## src/rtl/ipsc_pkg.sv

```systemverilog
// Package for the illumination and power state register bank.
// Assumes an outside serial port front end that decodes register accesses.
package ipsc_pkg;

  localparam int ADDR_W = 7;
  localparam int DATA_W = 8;
  localparam int MA_W = 6;

  // Register offsets.
  localparam logic [6:0] LED_DRIVE_CONTROL_ADDR = 7'h40;
  localparam logic [6:0] INTERRUPT_PIN_CONFIG_ADDR = 7'h41;
  localparam logic [6:0] AUTO_CURRENT_CONFIG_ADDR = 7'h43;
  localparam logic [6:0] REST_STATE_SELECT_ADDR = 7'h45;

  // Reset values.
  localparam logic [7:0] LED_DRIVE_CONTROL_RST = 8'h00;
  localparam logic [7:0] INTERRUPT_PIN_CONFIG_RST = 8'h40;
  localparam logic [7:0] AUTO_CURRENT_CONFIG_RST = 8'h08;
  localparam logic [7:0] REST_STATE_SELECT_RST = 8'h00;

  // Field positions.
  localparam int FORCE_OFF_BIT = 3;
  localparam int FORCE_ON_BIT = 2;
  localparam int MANUAL_SEL_LSB = 0;
  localparam int IRQ_POL_BIT = 7;
  localparam int IRQ_EDGE_BIT = 6;
  localparam int AUTO_HI_LSB = 2;
  localparam int AUTO_LO_BIT = 1;
  localparam int AUTO_DIS_BIT = 0;
  localparam int POWER_STATE_LSB = 6;

  // Currents in milliamps.
  localparam logic [5:0] MA_15 = 6'h0f;
  localparam logic [5:0] MA_20 = 6'h14;
  localparam logic [5:0] MA_30 = 6'h1e;
  localparam logic [5:0] MA_36 = 6'h24;

  typedef enum logic [1:0] {
    IPSC_NORMAL = 2'b00,
    IPSC_REST1 = 2'b01,
    IPSC_REST2 = 2'b10,
    IPSC_REST3 = 2'b11
  } ipsc_power_t;

  typedef struct packed {
    logic lamp_force_off;
    logic lamp_force_on;
    logic [1:0] manual_current_select;
  } ipsc_led_t;

  typedef struct packed {
    logic irq_polarity_high;
    logic irq_edge_mode;
  } ipsc_irq_t;

  typedef struct packed {
    logic [1:0] auto_high_current;
    logic auto_low_current;
    logic auto_current_disable;
  } ipsc_auto_t;

  typedef struct packed {
    logic wr;
    logic rd;
    logic [6:0] addr;
    logic [7:0] wdata;
  } ipsc_req_t;

endpackage : ipsc_pkg

```

## src/rtl/ipsc_regs.sv

```systemverilog
// Register bank steering the lamp driver, motion pin and rest states.
// Assumes register accesses arrive already decoded from the serial port,
// and that frame timing supplies lamp pulses, brightness and motion events.
// Operation
// - Force-off set keeps the lamp dark at all times.
// - Force-on set with force-off clear holds the lamp lit continuously, else normal pulsing.
// - Manual select codes 0..3 give 20, 15, 36 and 30 mA, reset 20 mA.
// - Manual select is ignored unless automatic switching is disabled.
// - Interrupt config bit 7 makes the motion pin active high, else low.
// - Interrupt config bit 6 selects edge signalling, else level.
// - In automatic mode brighter surfaces get the low current setting.
// - Automatic high codes 0..3 give 15, 20, 30 and 36 mA, reset 30 mA.
// - Automatic low bit gives 15 mA when zero and 20 mA when one.
// - Automatic bit 0 clear enables automatic switching, set disables.
// - Low above high pins the automatic current at the higher value.
// - Reading the rest register returns the present state in bits 7:6.
// - Writing 0x40, 0x80 or 0xc0 forces rest 1, 2 or 3.
// - Writing 0x00 to the rest register returns to normal operation.
// - Reserved bits have no effect and read as zero.
`timescale 1ns/100ps
module ipsc_regs (
  input wire logic clk_i,
  input wire logic sys_rst_i,
  input wire ipsc_pkg::ipsc_req_t req_i,
  input wire logic lamp_pulse_i,
  input wire logic surface_bright_i,
  input wire logic [1:0] auto_state_i,
  input wire logic motion_event_i,
  input wire logic motion_clr_i,
  output logic [7:0] rdata_o,
  output logic lamp_drive_o,
  output logic [5:0] lamp_ma_o,
  output logic [1:0] force_rest_o,
  output logic [1:0] power_state_o,
  output logic motion_pin_o
);

  ipsc_pkg::ipsc_led_t led_r;
  ipsc_pkg::ipsc_irq_t irq_r;
  ipsc_pkg::ipsc_auto_t auto_r;
  ipsc_pkg::ipsc_power_t rest_r;
  logic pend_r;
  logic [7:0] rdata_r;
  logic lamp_r;
  logic [5:0] ma_r;
  logic pin_r;

  function automatic logic [5:0] manual_ma(input logic [1:0] code);
    logic [5:0] v;
    v = ipsc_pkg::MA_20;
    unique case (code)
      2'h0: v = ipsc_pkg::MA_20;
      2'h1: v = ipsc_pkg::MA_15;
      2'h2: v = ipsc_pkg::MA_36;
      2'h3: v = ipsc_pkg::MA_30;
    endcase
    return v;
  endfunction : manual_ma

  function automatic logic [5:0] high_ma(input logic [1:0] code);
    logic [5:0] v;
    v = ipsc_pkg::MA_15;
    unique case (code)
      2'h0: v = ipsc_pkg::MA_15;
      2'h1: v = ipsc_pkg::MA_20;
      2'h2: v = ipsc_pkg::MA_30;
      2'h3: v = ipsc_pkg::MA_36;
    endcase
    return v;
  endfunction : high_ma

  wire wr_led = req_i.wr && req_i.addr == ipsc_pkg::LED_DRIVE_CONTROL_ADDR;
  wire wr_irq = req_i.wr && req_i.addr == ipsc_pkg::INTERRUPT_PIN_CONFIG_ADDR;
  wire wr_auto = req_i.wr && req_i.addr == ipsc_pkg::AUTO_CURRENT_CONFIG_ADDR;
  wire wr_rest = req_i.wr && req_i.addr == ipsc_pkg::REST_STATE_SELECT_ADDR;

  wire ipsc_pkg::ipsc_led_t led_nxt = {
    req_i.wdata[ipsc_pkg::FORCE_OFF_BIT],
    req_i.wdata[ipsc_pkg::FORCE_ON_BIT],
    req_i.wdata[ipsc_pkg::MANUAL_SEL_LSB +: 2]};
  wire ipsc_pkg::ipsc_irq_t irq_nxt = {
    req_i.wdata[ipsc_pkg::IRQ_POL_BIT],
    req_i.wdata[ipsc_pkg::IRQ_EDGE_BIT]};
  wire ipsc_pkg::ipsc_auto_t auto_nxt = {
    req_i.wdata[ipsc_pkg::AUTO_HI_LSB +: 2],
    req_i.wdata[ipsc_pkg::AUTO_LO_BIT],
    req_i.wdata[ipsc_pkg::AUTO_DIS_BIT]};
  // bits 7:6 name the forced state; 0x00 leaves it.
  wire ipsc_pkg::ipsc_power_t rest_nxt =
    ipsc_pkg::ipsc_power_t'(req_i.wdata[ipsc_pkg::POWER_STATE_LSB +: 2]);

  // A forced state overrides whatever the automatic downshift reports.
  wire [1:0] present_state = (rest_r != ipsc_pkg::IPSC_NORMAL) ?
    rest_r : auto_state_i;

  wire [5:0] lo_ma = auto_r.auto_low_current ? ipsc_pkg::MA_20 :
    ipsc_pkg::MA_15;
  wire [5:0] hi_ma = high_ma(auto_r.auto_high_current);
  // brightness picks, inverted window pins higher.
  wire [5:0] auto_ma = (lo_ma > hi_ma) ? lo_ma :
    (surface_bright_i ? lo_ma : hi_ma);
  // manual field used only when automatic is off.
  wire [5:0] ma_nxt = auto_r.auto_current_disable ?
    manual_ma(led_r.manual_current_select) : auto_ma;

  wire lamp_nxt = led_r.lamp_force_off ? 1'b0 :
    (led_r.lamp_force_on ? 1'b1 : lamp_pulse_i);

  // Set wins over clear so an event in the clearing cycle is kept.
  wire pend_nxt = motion_event_i || (pend_r && !motion_clr_i);
  // edge mode pulses once per event, level mode holds until cleared.
  wire act_nxt = irq_r.irq_edge_mode ? motion_event_i : pend_nxt;
  wire pin_nxt = irq_r.irq_polarity_high ? act_nxt : !act_nxt;

  // read mux, reserved and unmapped bits are zero.
  wire [7:0] rd_mux =
    (req_i.addr == ipsc_pkg::LED_DRIVE_CONTROL_ADDR) ? {4'h0, led_r} :
    (req_i.addr == ipsc_pkg::INTERRUPT_PIN_CONFIG_ADDR) ? {irq_r, 6'h00} :
    (req_i.addr == ipsc_pkg::AUTO_CURRENT_CONFIG_ADDR) ? {4'h0, auto_r} :
    (req_i.addr == ipsc_pkg::REST_STATE_SELECT_ADDR) ?
      {present_state, 6'h00} : 8'h00;

  always_ff @(posedge clk_i or posedge sys_rst_i) begin
    if (sys_rst_i) begin
      led_r <= ipsc_pkg::ipsc_led_t'(ipsc_pkg::LED_DRIVE_CONTROL_RST[3:0]);
      irq_r <= ipsc_pkg::ipsc_irq_t'(ipsc_pkg::INTERRUPT_PIN_CONFIG_RST[7:6]);
      auto_r <= ipsc_pkg::ipsc_auto_t'(ipsc_pkg::AUTO_CURRENT_CONFIG_RST[3:0]);
      rest_r <= ipsc_pkg::ipsc_power_t'(ipsc_pkg::REST_STATE_SELECT_RST[7:6]);
    end else begin
      if (wr_led) led_r <= led_nxt;
      if (wr_irq) irq_r <= irq_nxt;
      // bit 0 is the disable flag.
      if (wr_auto) auto_r <= auto_nxt;
      // writing zero clears the forced state.
      if (wr_rest) rest_r <= rest_nxt;
    end
  end

  always_ff @(posedge clk_i or posedge sys_rst_i) begin
    if (sys_rst_i) begin
      pend_r <= 1'b0;
      pin_r <= 1'b1;
      lamp_r <= 1'b0;
      ma_r <= ipsc_pkg::MA_15;
      rdata_r <= 8'h00;
    end else begin
      pend_r <= pend_nxt;
      pin_r <= pin_nxt;
      lamp_r <= lamp_nxt;
      ma_r <= ma_nxt;
      if (req_i.rd) rdata_r <= rd_mux;
    end
  end

  assign rdata_o = rdata_r;
  assign lamp_drive_o = lamp_r;
  assign lamp_ma_o = ma_r;
  assign force_rest_o = rest_r;
  assign power_state_o = present_state;
  assign motion_pin_o = pin_r;

  property p_force_off;
    @(posedge clk_i) disable iff (sys_rst_i)
    led_r.lamp_force_off |=> !lamp_drive_o;
  endproperty
  a_force_off: assert property (p_force_off)
    else $error("Lamp lit while forced off.");

  property p_force_on;
    @(posedge clk_i) disable iff (sys_rst_i)
    (led_r.lamp_force_on && !led_r.lamp_force_off)[*2] |=> lamp_drive_o;
  endproperty
  a_force_on: assert property (p_force_on)
    else $error("Lamp dark while forced on.");

  property p_manual_36;
    @(posedge clk_i) disable iff (sys_rst_i)
    (auto_r.auto_current_disable && led_r.manual_current_select == 2'h2)
      |=> lamp_ma_o == 6'h24;
  endproperty
  a_manual_36: assert property (p_manual_36)
    else $error("Manual code 2 did not give 36 mA.");

  property p_manual_ignored;
    @(posedge clk_i) disable iff (sys_rst_i)
    (!auto_r.auto_current_disable && auto_r.auto_high_current == 2'h0 &&
      !auto_r.auto_low_current) |=> lamp_ma_o == 6'h0f;
  endproperty
  a_manual_ignored: assert property (p_manual_ignored)
    else $error("Manual select leaked into automatic mode.");

  property p_level_low;
    @(posedge clk_i) disable iff (sys_rst_i)
    (!irq_r.irq_polarity_high && !irq_r.irq_edge_mode && pend_nxt)
      |=> !motion_pin_o;
  endproperty
  a_level_low: assert property (p_level_low)
    else $error("Active low level pin not asserted.");

  property p_edge_pulse;
    @(posedge clk_i) disable iff (sys_rst_i)
    (irq_r.irq_edge_mode && irq_r.irq_polarity_high && motion_event_i ##1
      (irq_r.irq_edge_mode && irq_r.irq_polarity_high && !motion_event_i))
      |-> motion_pin_o ##1 !motion_pin_o;
  endproperty
  a_edge_pulse: assert property (p_edge_pulse)
    else $error("Edge mode pin not a single pulse.");

  property p_bright_low;
    @(posedge clk_i) disable iff (sys_rst_i)
    (!auto_r.auto_current_disable && auto_r.auto_high_current == 2'h3 &&
      surface_bright_i) |=> lamp_ma_o == (auto_r.auto_low_current ?
      6'h14 : 6'h0f) || $changed(auto_r);
  endproperty
  a_bright_low: assert property (p_bright_low)
    else $error("Bright surface did not get low current.");

  property p_inverted;
    @(posedge clk_i) disable iff (sys_rst_i)
    (!auto_r.auto_current_disable && auto_r.auto_low_current &&
      auto_r.auto_high_current == 2'h0) |=> lamp_ma_o == 6'h14;
  endproperty
  a_inverted: assert property (p_inverted)
    else $error("Inverted window not pinned at 20 mA.");

  property p_rest_read;
    @(posedge clk_i) disable iff (sys_rst_i)
    (req_i.rd && req_i.addr == 7'h45) |=>
      rdata_o == {$past(present_state), 6'h00};
  endproperty
  a_rest_read: assert property (p_rest_read)
    else $error("Rest register read wrong state.");

  property p_force_rest3;
    @(posedge clk_i) disable iff (sys_rst_i)
    // Reserved low bits may ride along, so only bits 7:6 are matched.
    (req_i.wr && req_i.addr == 7'h45 && req_i.wdata[7:6] == 2'h3)
      |=> force_rest_o == 2'h3 && power_state_o == 2'h3;
  endproperty
  a_force_rest3: assert property (p_force_rest3)
    else $error("Rest 3 not forced.");

  property p_leave_rest;
    @(posedge clk_i) disable iff (sys_rst_i)
    (req_i.wr && req_i.addr == 7'h45 && req_i.wdata == 8'h00)
      |=> force_rest_o == 2'h0;
  endproperty
  a_leave_rest: assert property (p_leave_rest)
    else $error("Forced rest not released.");

  property p_reserved;
    @(posedge clk_i) disable iff (sys_rst_i)
    (req_i.rd && req_i.addr == 7'h40) |=> rdata_o[7:4] == 4'h0;
  endproperty
  a_reserved: assert property (p_reserved)
    else $error("Reserved bits read nonzero.");

  property p_high_20;
    @(posedge clk_i) disable iff (sys_rst_i)
    (!auto_r.auto_current_disable && auto_r.auto_high_current == 2'h1 &&
      !surface_bright_i) |=> lamp_ma_o == 6'h14;
  endproperty
  a_high_20: assert property (p_high_20)
    else $error("Automatic high code 1 did not give 20 mA.");

  property p_high_36;
    @(posedge clk_i) disable iff (sys_rst_i)
    (!auto_r.auto_current_disable && auto_r.auto_high_current == 2'h3 &&
      !surface_bright_i) |=> lamp_ma_o == 6'h24;
  endproperty
  a_high_36: assert property (p_high_36)
    else $error("Automatic high code 3 did not give 36 mA.");

  property p_low_15;
    @(posedge clk_i) disable iff (sys_rst_i)
    (!auto_r.auto_current_disable && !auto_r.auto_low_current &&
      surface_bright_i) |=> lamp_ma_o == 6'h0f;
  endproperty
  a_low_15: assert property (p_low_15)
    else $error("Automatic low bit zero did not give 15 mA.");

  property p_low_20;
    @(posedge clk_i) disable iff (sys_rst_i)
    (!auto_r.auto_current_disable && auto_r.auto_low_current &&
      surface_bright_i) |=> lamp_ma_o == 6'h14;
  endproperty
  a_low_20: assert property (p_low_20)
    else $error("Automatic low bit one did not give 20 mA.");

  property p_auto_off;
    @(posedge clk_i) disable iff (sys_rst_i)
    (auto_r.auto_current_disable && led_r.manual_current_select == 2'h0)
      |=> lamp_ma_o == 6'h14;
  endproperty
  a_auto_off: assert property (p_auto_off)
    else $error("Disabled automatic mode did not use manual select.");

  property p_both_force;
    @(posedge clk_i) disable iff (sys_rst_i)
    (led_r.lamp_force_off && led_r.lamp_force_on && lamp_pulse_i)
      |=> !lamp_drive_o;
  endproperty
  a_both_force: assert property (p_both_force)
    else $error("Force-on beat force-off.");

  property p_level_high;
    @(posedge clk_i) disable iff (sys_rst_i)
    (irq_r.irq_polarity_high && !irq_r.irq_edge_mode && motion_event_i)
      |=> motion_pin_o;
  endproperty
  a_level_high: assert property (p_level_high)
    else $error("Active high level pin not asserted.");

  property p_level_hold;
    @(posedge clk_i) disable iff (sys_rst_i)
    (!irq_r.irq_edge_mode && irq_r.irq_polarity_high && pend_r &&
      !motion_clr_i) |=> motion_pin_o;
  endproperty
  a_level_hold: assert property (p_level_hold)
    else $error("Level mode pin dropped before clear.");

  property p_rsvd_read;
    @(posedge clk_i) disable iff (sys_rst_i)
    (req_i.rd && (req_i.addr == 7'h41 || req_i.addr == 7'h45))
      |=> rdata_o[5:0] == 6'h00;
  endproperty
  a_rsvd_read: assert property (p_rsvd_read)
    else $error("Reserved low bits read nonzero.");

  property p_force_rest1;
    @(posedge clk_i) disable iff (sys_rst_i)
    (req_i.wr && req_i.addr == 7'h45 && req_i.wdata[7:6] == 2'h1)
      |=> force_rest_o == 2'h1 && power_state_o == 2'h1;
  endproperty
  a_force_rest1: assert property (p_force_rest1)
    else $error("Rest 1 not forced.");

  property p_leave_normal;
    @(posedge clk_i) disable iff (sys_rst_i)
    (req_i.wr && req_i.addr == 7'h45 && req_i.wdata == 8'h00)
      |=> power_state_o == auto_state_i;
  endproperty
  a_leave_normal: assert property (p_leave_normal)
    else $error("Present state not handed back after release.");

  c_force_off: cover property (@(posedge clk_i) disable iff (sys_rst_i)
    led_r.lamp_force_off && led_r.lamp_force_on);
  c_rest2: cover property (@(posedge clk_i) disable iff (sys_rst_i)
    rest_r == ipsc_pkg::IPSC_REST2);
  c_auto_bright: cover property (@(posedge clk_i) disable iff (sys_rst_i)
    !auto_r.auto_current_disable && surface_bright_i ##1 !surface_bright_i);
  c_edge: cover property (@(posedge clk_i) disable iff (sys_rst_i)
    irq_r.irq_edge_mode && motion_event_i);

endmodule : ipsc_regs

```

## config.mk

```make
export PLATFORM = sky130hd
export DESIGN_NAME = ipsc_regs
export DESIGN_NICKNAME = d
export VERILOG_FILES = /design/src/rtl/ipsc_pkg.sv /design/src/rtl/ipsc_regs.sv
export SDC_FILE = /design/constraint.sdc
export NUM_CORES = 1
export LEC_CHECK = 0
export ABC_AREA = 1
export BUFFER_PORTS_ARGS = -buffer_cell sky130_fd_sc_hd__buf_4
export CAP_MARGIN = 15
export CORE_AREA = 2 2 73 75
export DETAILED_ROUTE_END_ITERATION = 12
export DIE_AREA = 0 0 75 77
export PLACE_DENSITY = 0.6
export SLEW_MARGIN = 40
export SYNTH_ARGS = -nofsm -noshare
export SYNTH_HDL_FRONTEND = slang
export SYNTH_SLANG_ARGS = --single-unit
```

## constraint.sdc

```tcl
create_clock -name clk_i -period 2 [get_ports clk_i]
set_input_delay 0.6 -clock clk_i [delete_from_list [all_inputs] [get_ports clk_i]]
set_output_delay 0.6 -clock clk_i [all_outputs]
set_load 0.03 [all_outputs]
```

==> flow_summary.json <==
{
  "status": "completed",
  "synth_edf_count": 0,
  "power.density_nw_per_um2": 753.4,
  "placed_cell_area_sq_um": 1822,
  "ys_seq_elements": 25,
  "die_h_microns": 77,
  "htreeDepth": 1,
  "cts_setup_buffers": 0,
  "hold_path.class": "input port to async pin",
  "synth_cell_types": 22,
  "path_clk_slew_ns": 0.09,
  "p_leak_nw": 1.024,
  "syn_avg_cell_area_sq_um": 7.768,
  "utilization_pct": 38.13,
  "via_count": 1217,
  "hold_viol_final": 0,
  "syn_area_sq_um": 1453,
  "period_needed_ns": 1.868,
  "synthCells": 187,
  "drive_gt1_share_pct": 32.31,
  "dr.pass1.iters": 4,
  "start_util_pct": 29.19,
  "cts_root_buffer": "clkbuf_8",
  "ios": 45,
  "antenna_found_initial": 0,
  "die_w_microns": 75,
  "grt_pass1_wl_mm": 4.878,
  "period_share_pct": 93.38,
  "ys_seq_area_share_pct": 43.50,
  "area_growth_pct": 30.66,
  "ys.warnings.count": 0,
  "yosysTopAreaCell": "dfrtp_1",
  "critPathMaxFanout": 3,
  "cts_made_buffers": 3,
  "cts_sinks": 25,
  "fin_nets": 265,
  "rows": 26,
  "synth_area_leaders": "dfrtp_1 34%, nand2_1 19%, dfstp_2 9.0%, ha_1 8.6%, inv_1 5.4%",
  "place.gp.congestion": 0.7204,
  "drc_errors": 0,
  "yosysTopAreaCellShare_pct": 34.45,
  "grt_pass1_vias": 1139,
  "max_clock_freq_mhz": 535.5,
  "antennaDiodeCount": 0,
  "finalSetupTns_ns": 0,
  "drv_slew": 0,
  "routed_via_density": 4.070,
  "postRouteAntennaNets": 0,
  "cts_tree": "built",
  "synth_common_cells": "73 x nand2_1, 21 x inv_1, 20 x dfrtp_1",
  "die-area_sq_um": 5775,
  "ctsHoldBuffers": 0,
  "core_sq_um": 4977,
  "dpl.hpwl_mm": 2.295,
  "grt_max_degree": 26,
  "setup_slack_ns": 0.1324,
  "grt_overflow": 0,
  "clkLatencyLatePin_ns": 0.27,
  "yosysMostFrequentCell": "nand2_1",
  "start_kind": "flop",
  "drt-initial-drc-count": 18,
  "design_area_sq_um": 1898,
  "drv_cap": 0,
  "grt_usage_pct": 10.66,
  "cts_resized": 0,
  "synthArstFlopShare_pct": 100.0,
  "finalClockSkew_ns": 0.004615,
  "cp.required_ns": 2.21,
  "worstPathArrival_ns": 2.08,
  "ir_worst_vdd_v": 0.0003083,
  "post_drt_wl_per_cell_microns": 9.532,
  "ys_dominant_reg_cell": "dfrtp_1",
  "setup_violations": 0,
  "routed_wl_mm": 2.850,
  "numPortBuffers": 39,
  "crit_type": "flop to flop",
  "pre_cts_ws_ns": 0.1254,
  "clock_path_buffers": 2,
  "critPathCaptureType": "flop"
}
-- worst paths after layout --
| check | startpoint | endpoint | slack, ns | depth (start not counted) |
|---|---|---|---|---|
| max in group asynchronous | sys_rst_i | lamp_ma_o[3] | 1.34 | 3 |
| min in group clk_i | irq_r[1] | motion_pin_o | 0.44 | 1 |
| setup / recovery | auto_r[3] | lamp_ma_o[3] | 0.13 | 13 |
| hold reg to reg | irq_r[1] | motion_pin_o | 0.44 | 1 |
| setup reg to reg | auto_r[3] | lamp_ma_o[3] | 0.13 | 13 |
| hold / removal | sys_rst_i | rdata_o[6] | 0.37 | 3 |
-- cell usage in the layout (no fill, tap or decap) --
cell type  instances
ha_4               1
dfstp_2            5
inv_1             21
nor2_4             1
o21bai_1           1
dfrtp_1           20
nor3_4             2
nand2_1           71
nor3_2             1
inv_2              7
clkbuf_8           3
conb_1             3
o31ai_1            1
nand2_4            2
buf_4             41
xor2_1             1
o21ai_1           12
ha_1               9
or2_2              1
nand2_2            4
nor2_2             3
nor2_1             5
clkinv_2           1
nand3_1            4
o21ai_0            7
nand3_2            2
-- report_power, final --
group	switching [W]	total (W)	internal (W)
Clock	0.000158	0.000297	0.000139
Combinational	0.000318	0.000513	0.000195
Sequential	0.0000330	0.000620	0.000587
-- metrics by stage --
stage                     hold WS, ns  total power, W  instances
after global routing           0.3969        0.001523        299
after global placement         0.4260        0.001117        295
final                          0.3748        0.001430        299
after detailed placement       0.4348        0.001122        295
after CTS                      0.3835        0.001425        299
after floorplan                0.4071       0.0009655        188
-- layout make-up --
cell class / count / area [sq um]
clock buffers: 3 / 41.29
clock inverters: 1 / 5.005
fillers: 534 / 3079
inverters: 28 / 105.1
multi-input cells: 131 / 719.4
flip-flops and latches: 25 / 631.9
well taps: 70 / 87.58
repair buffers: 41 / 307.8
-- worst max-delay path, stage by stage, from the launching register on --
cell and delay (ns):
dfstp_2 0.53, inv_1 0.07, ha_4 0.27, inv_1 0.04
ha_1 0.28, nand2_1 0.07, nor2_2 0.13, nand2_1 0.08
nand2_2 0.08, nand2_2 0.06, nand2_1 0.06, nand2_1 0.05
nand2_1 0.05, nand2_1 0.05
-- kinds of logic (layout without fill, tap and decap cells) --
logic type | after synthesis | in the layout | share of synthesized area (%)
adders and majority gates | 10 | 10 | 8.613
buffers and inverters | 32 | 73 | 9.303
xor gates and xnor gates | 1 | 1 | 0.6030
DFF | 25 | 25 | 43.50
AOI/OAI and AO/OA | 21 | 21 | 7.580
and+or+nand+nor | 96 | 96 | 29.89
other | 2 | 3 | 0.5170
-- registers in the layout (all words and copies together) (netlist names) --
signal,flops
lamp_drive_o,1
irq_r,2
lamp_ma_o,4
rdata_o,6
motion_pin_o,1
pend_r,1
auto_r,4
led_r,4
force_rest_o,2
-- routing by layer --
| metal | share of wire (%) | vias up | GRT usage [%] |
|---|---|---|---|
| met3 | 6.7 | 2 | 3.548 |
| met1 | 46 | 538 | 13.60 |
| met2 | 46 | 31 | 17.11 |
| li1 | - | 646 | - |
| met5 | 0 | - | 0 |
| met4 | 0.67 | 0 | 2.679 |
(Power assumes the default switching activity.)
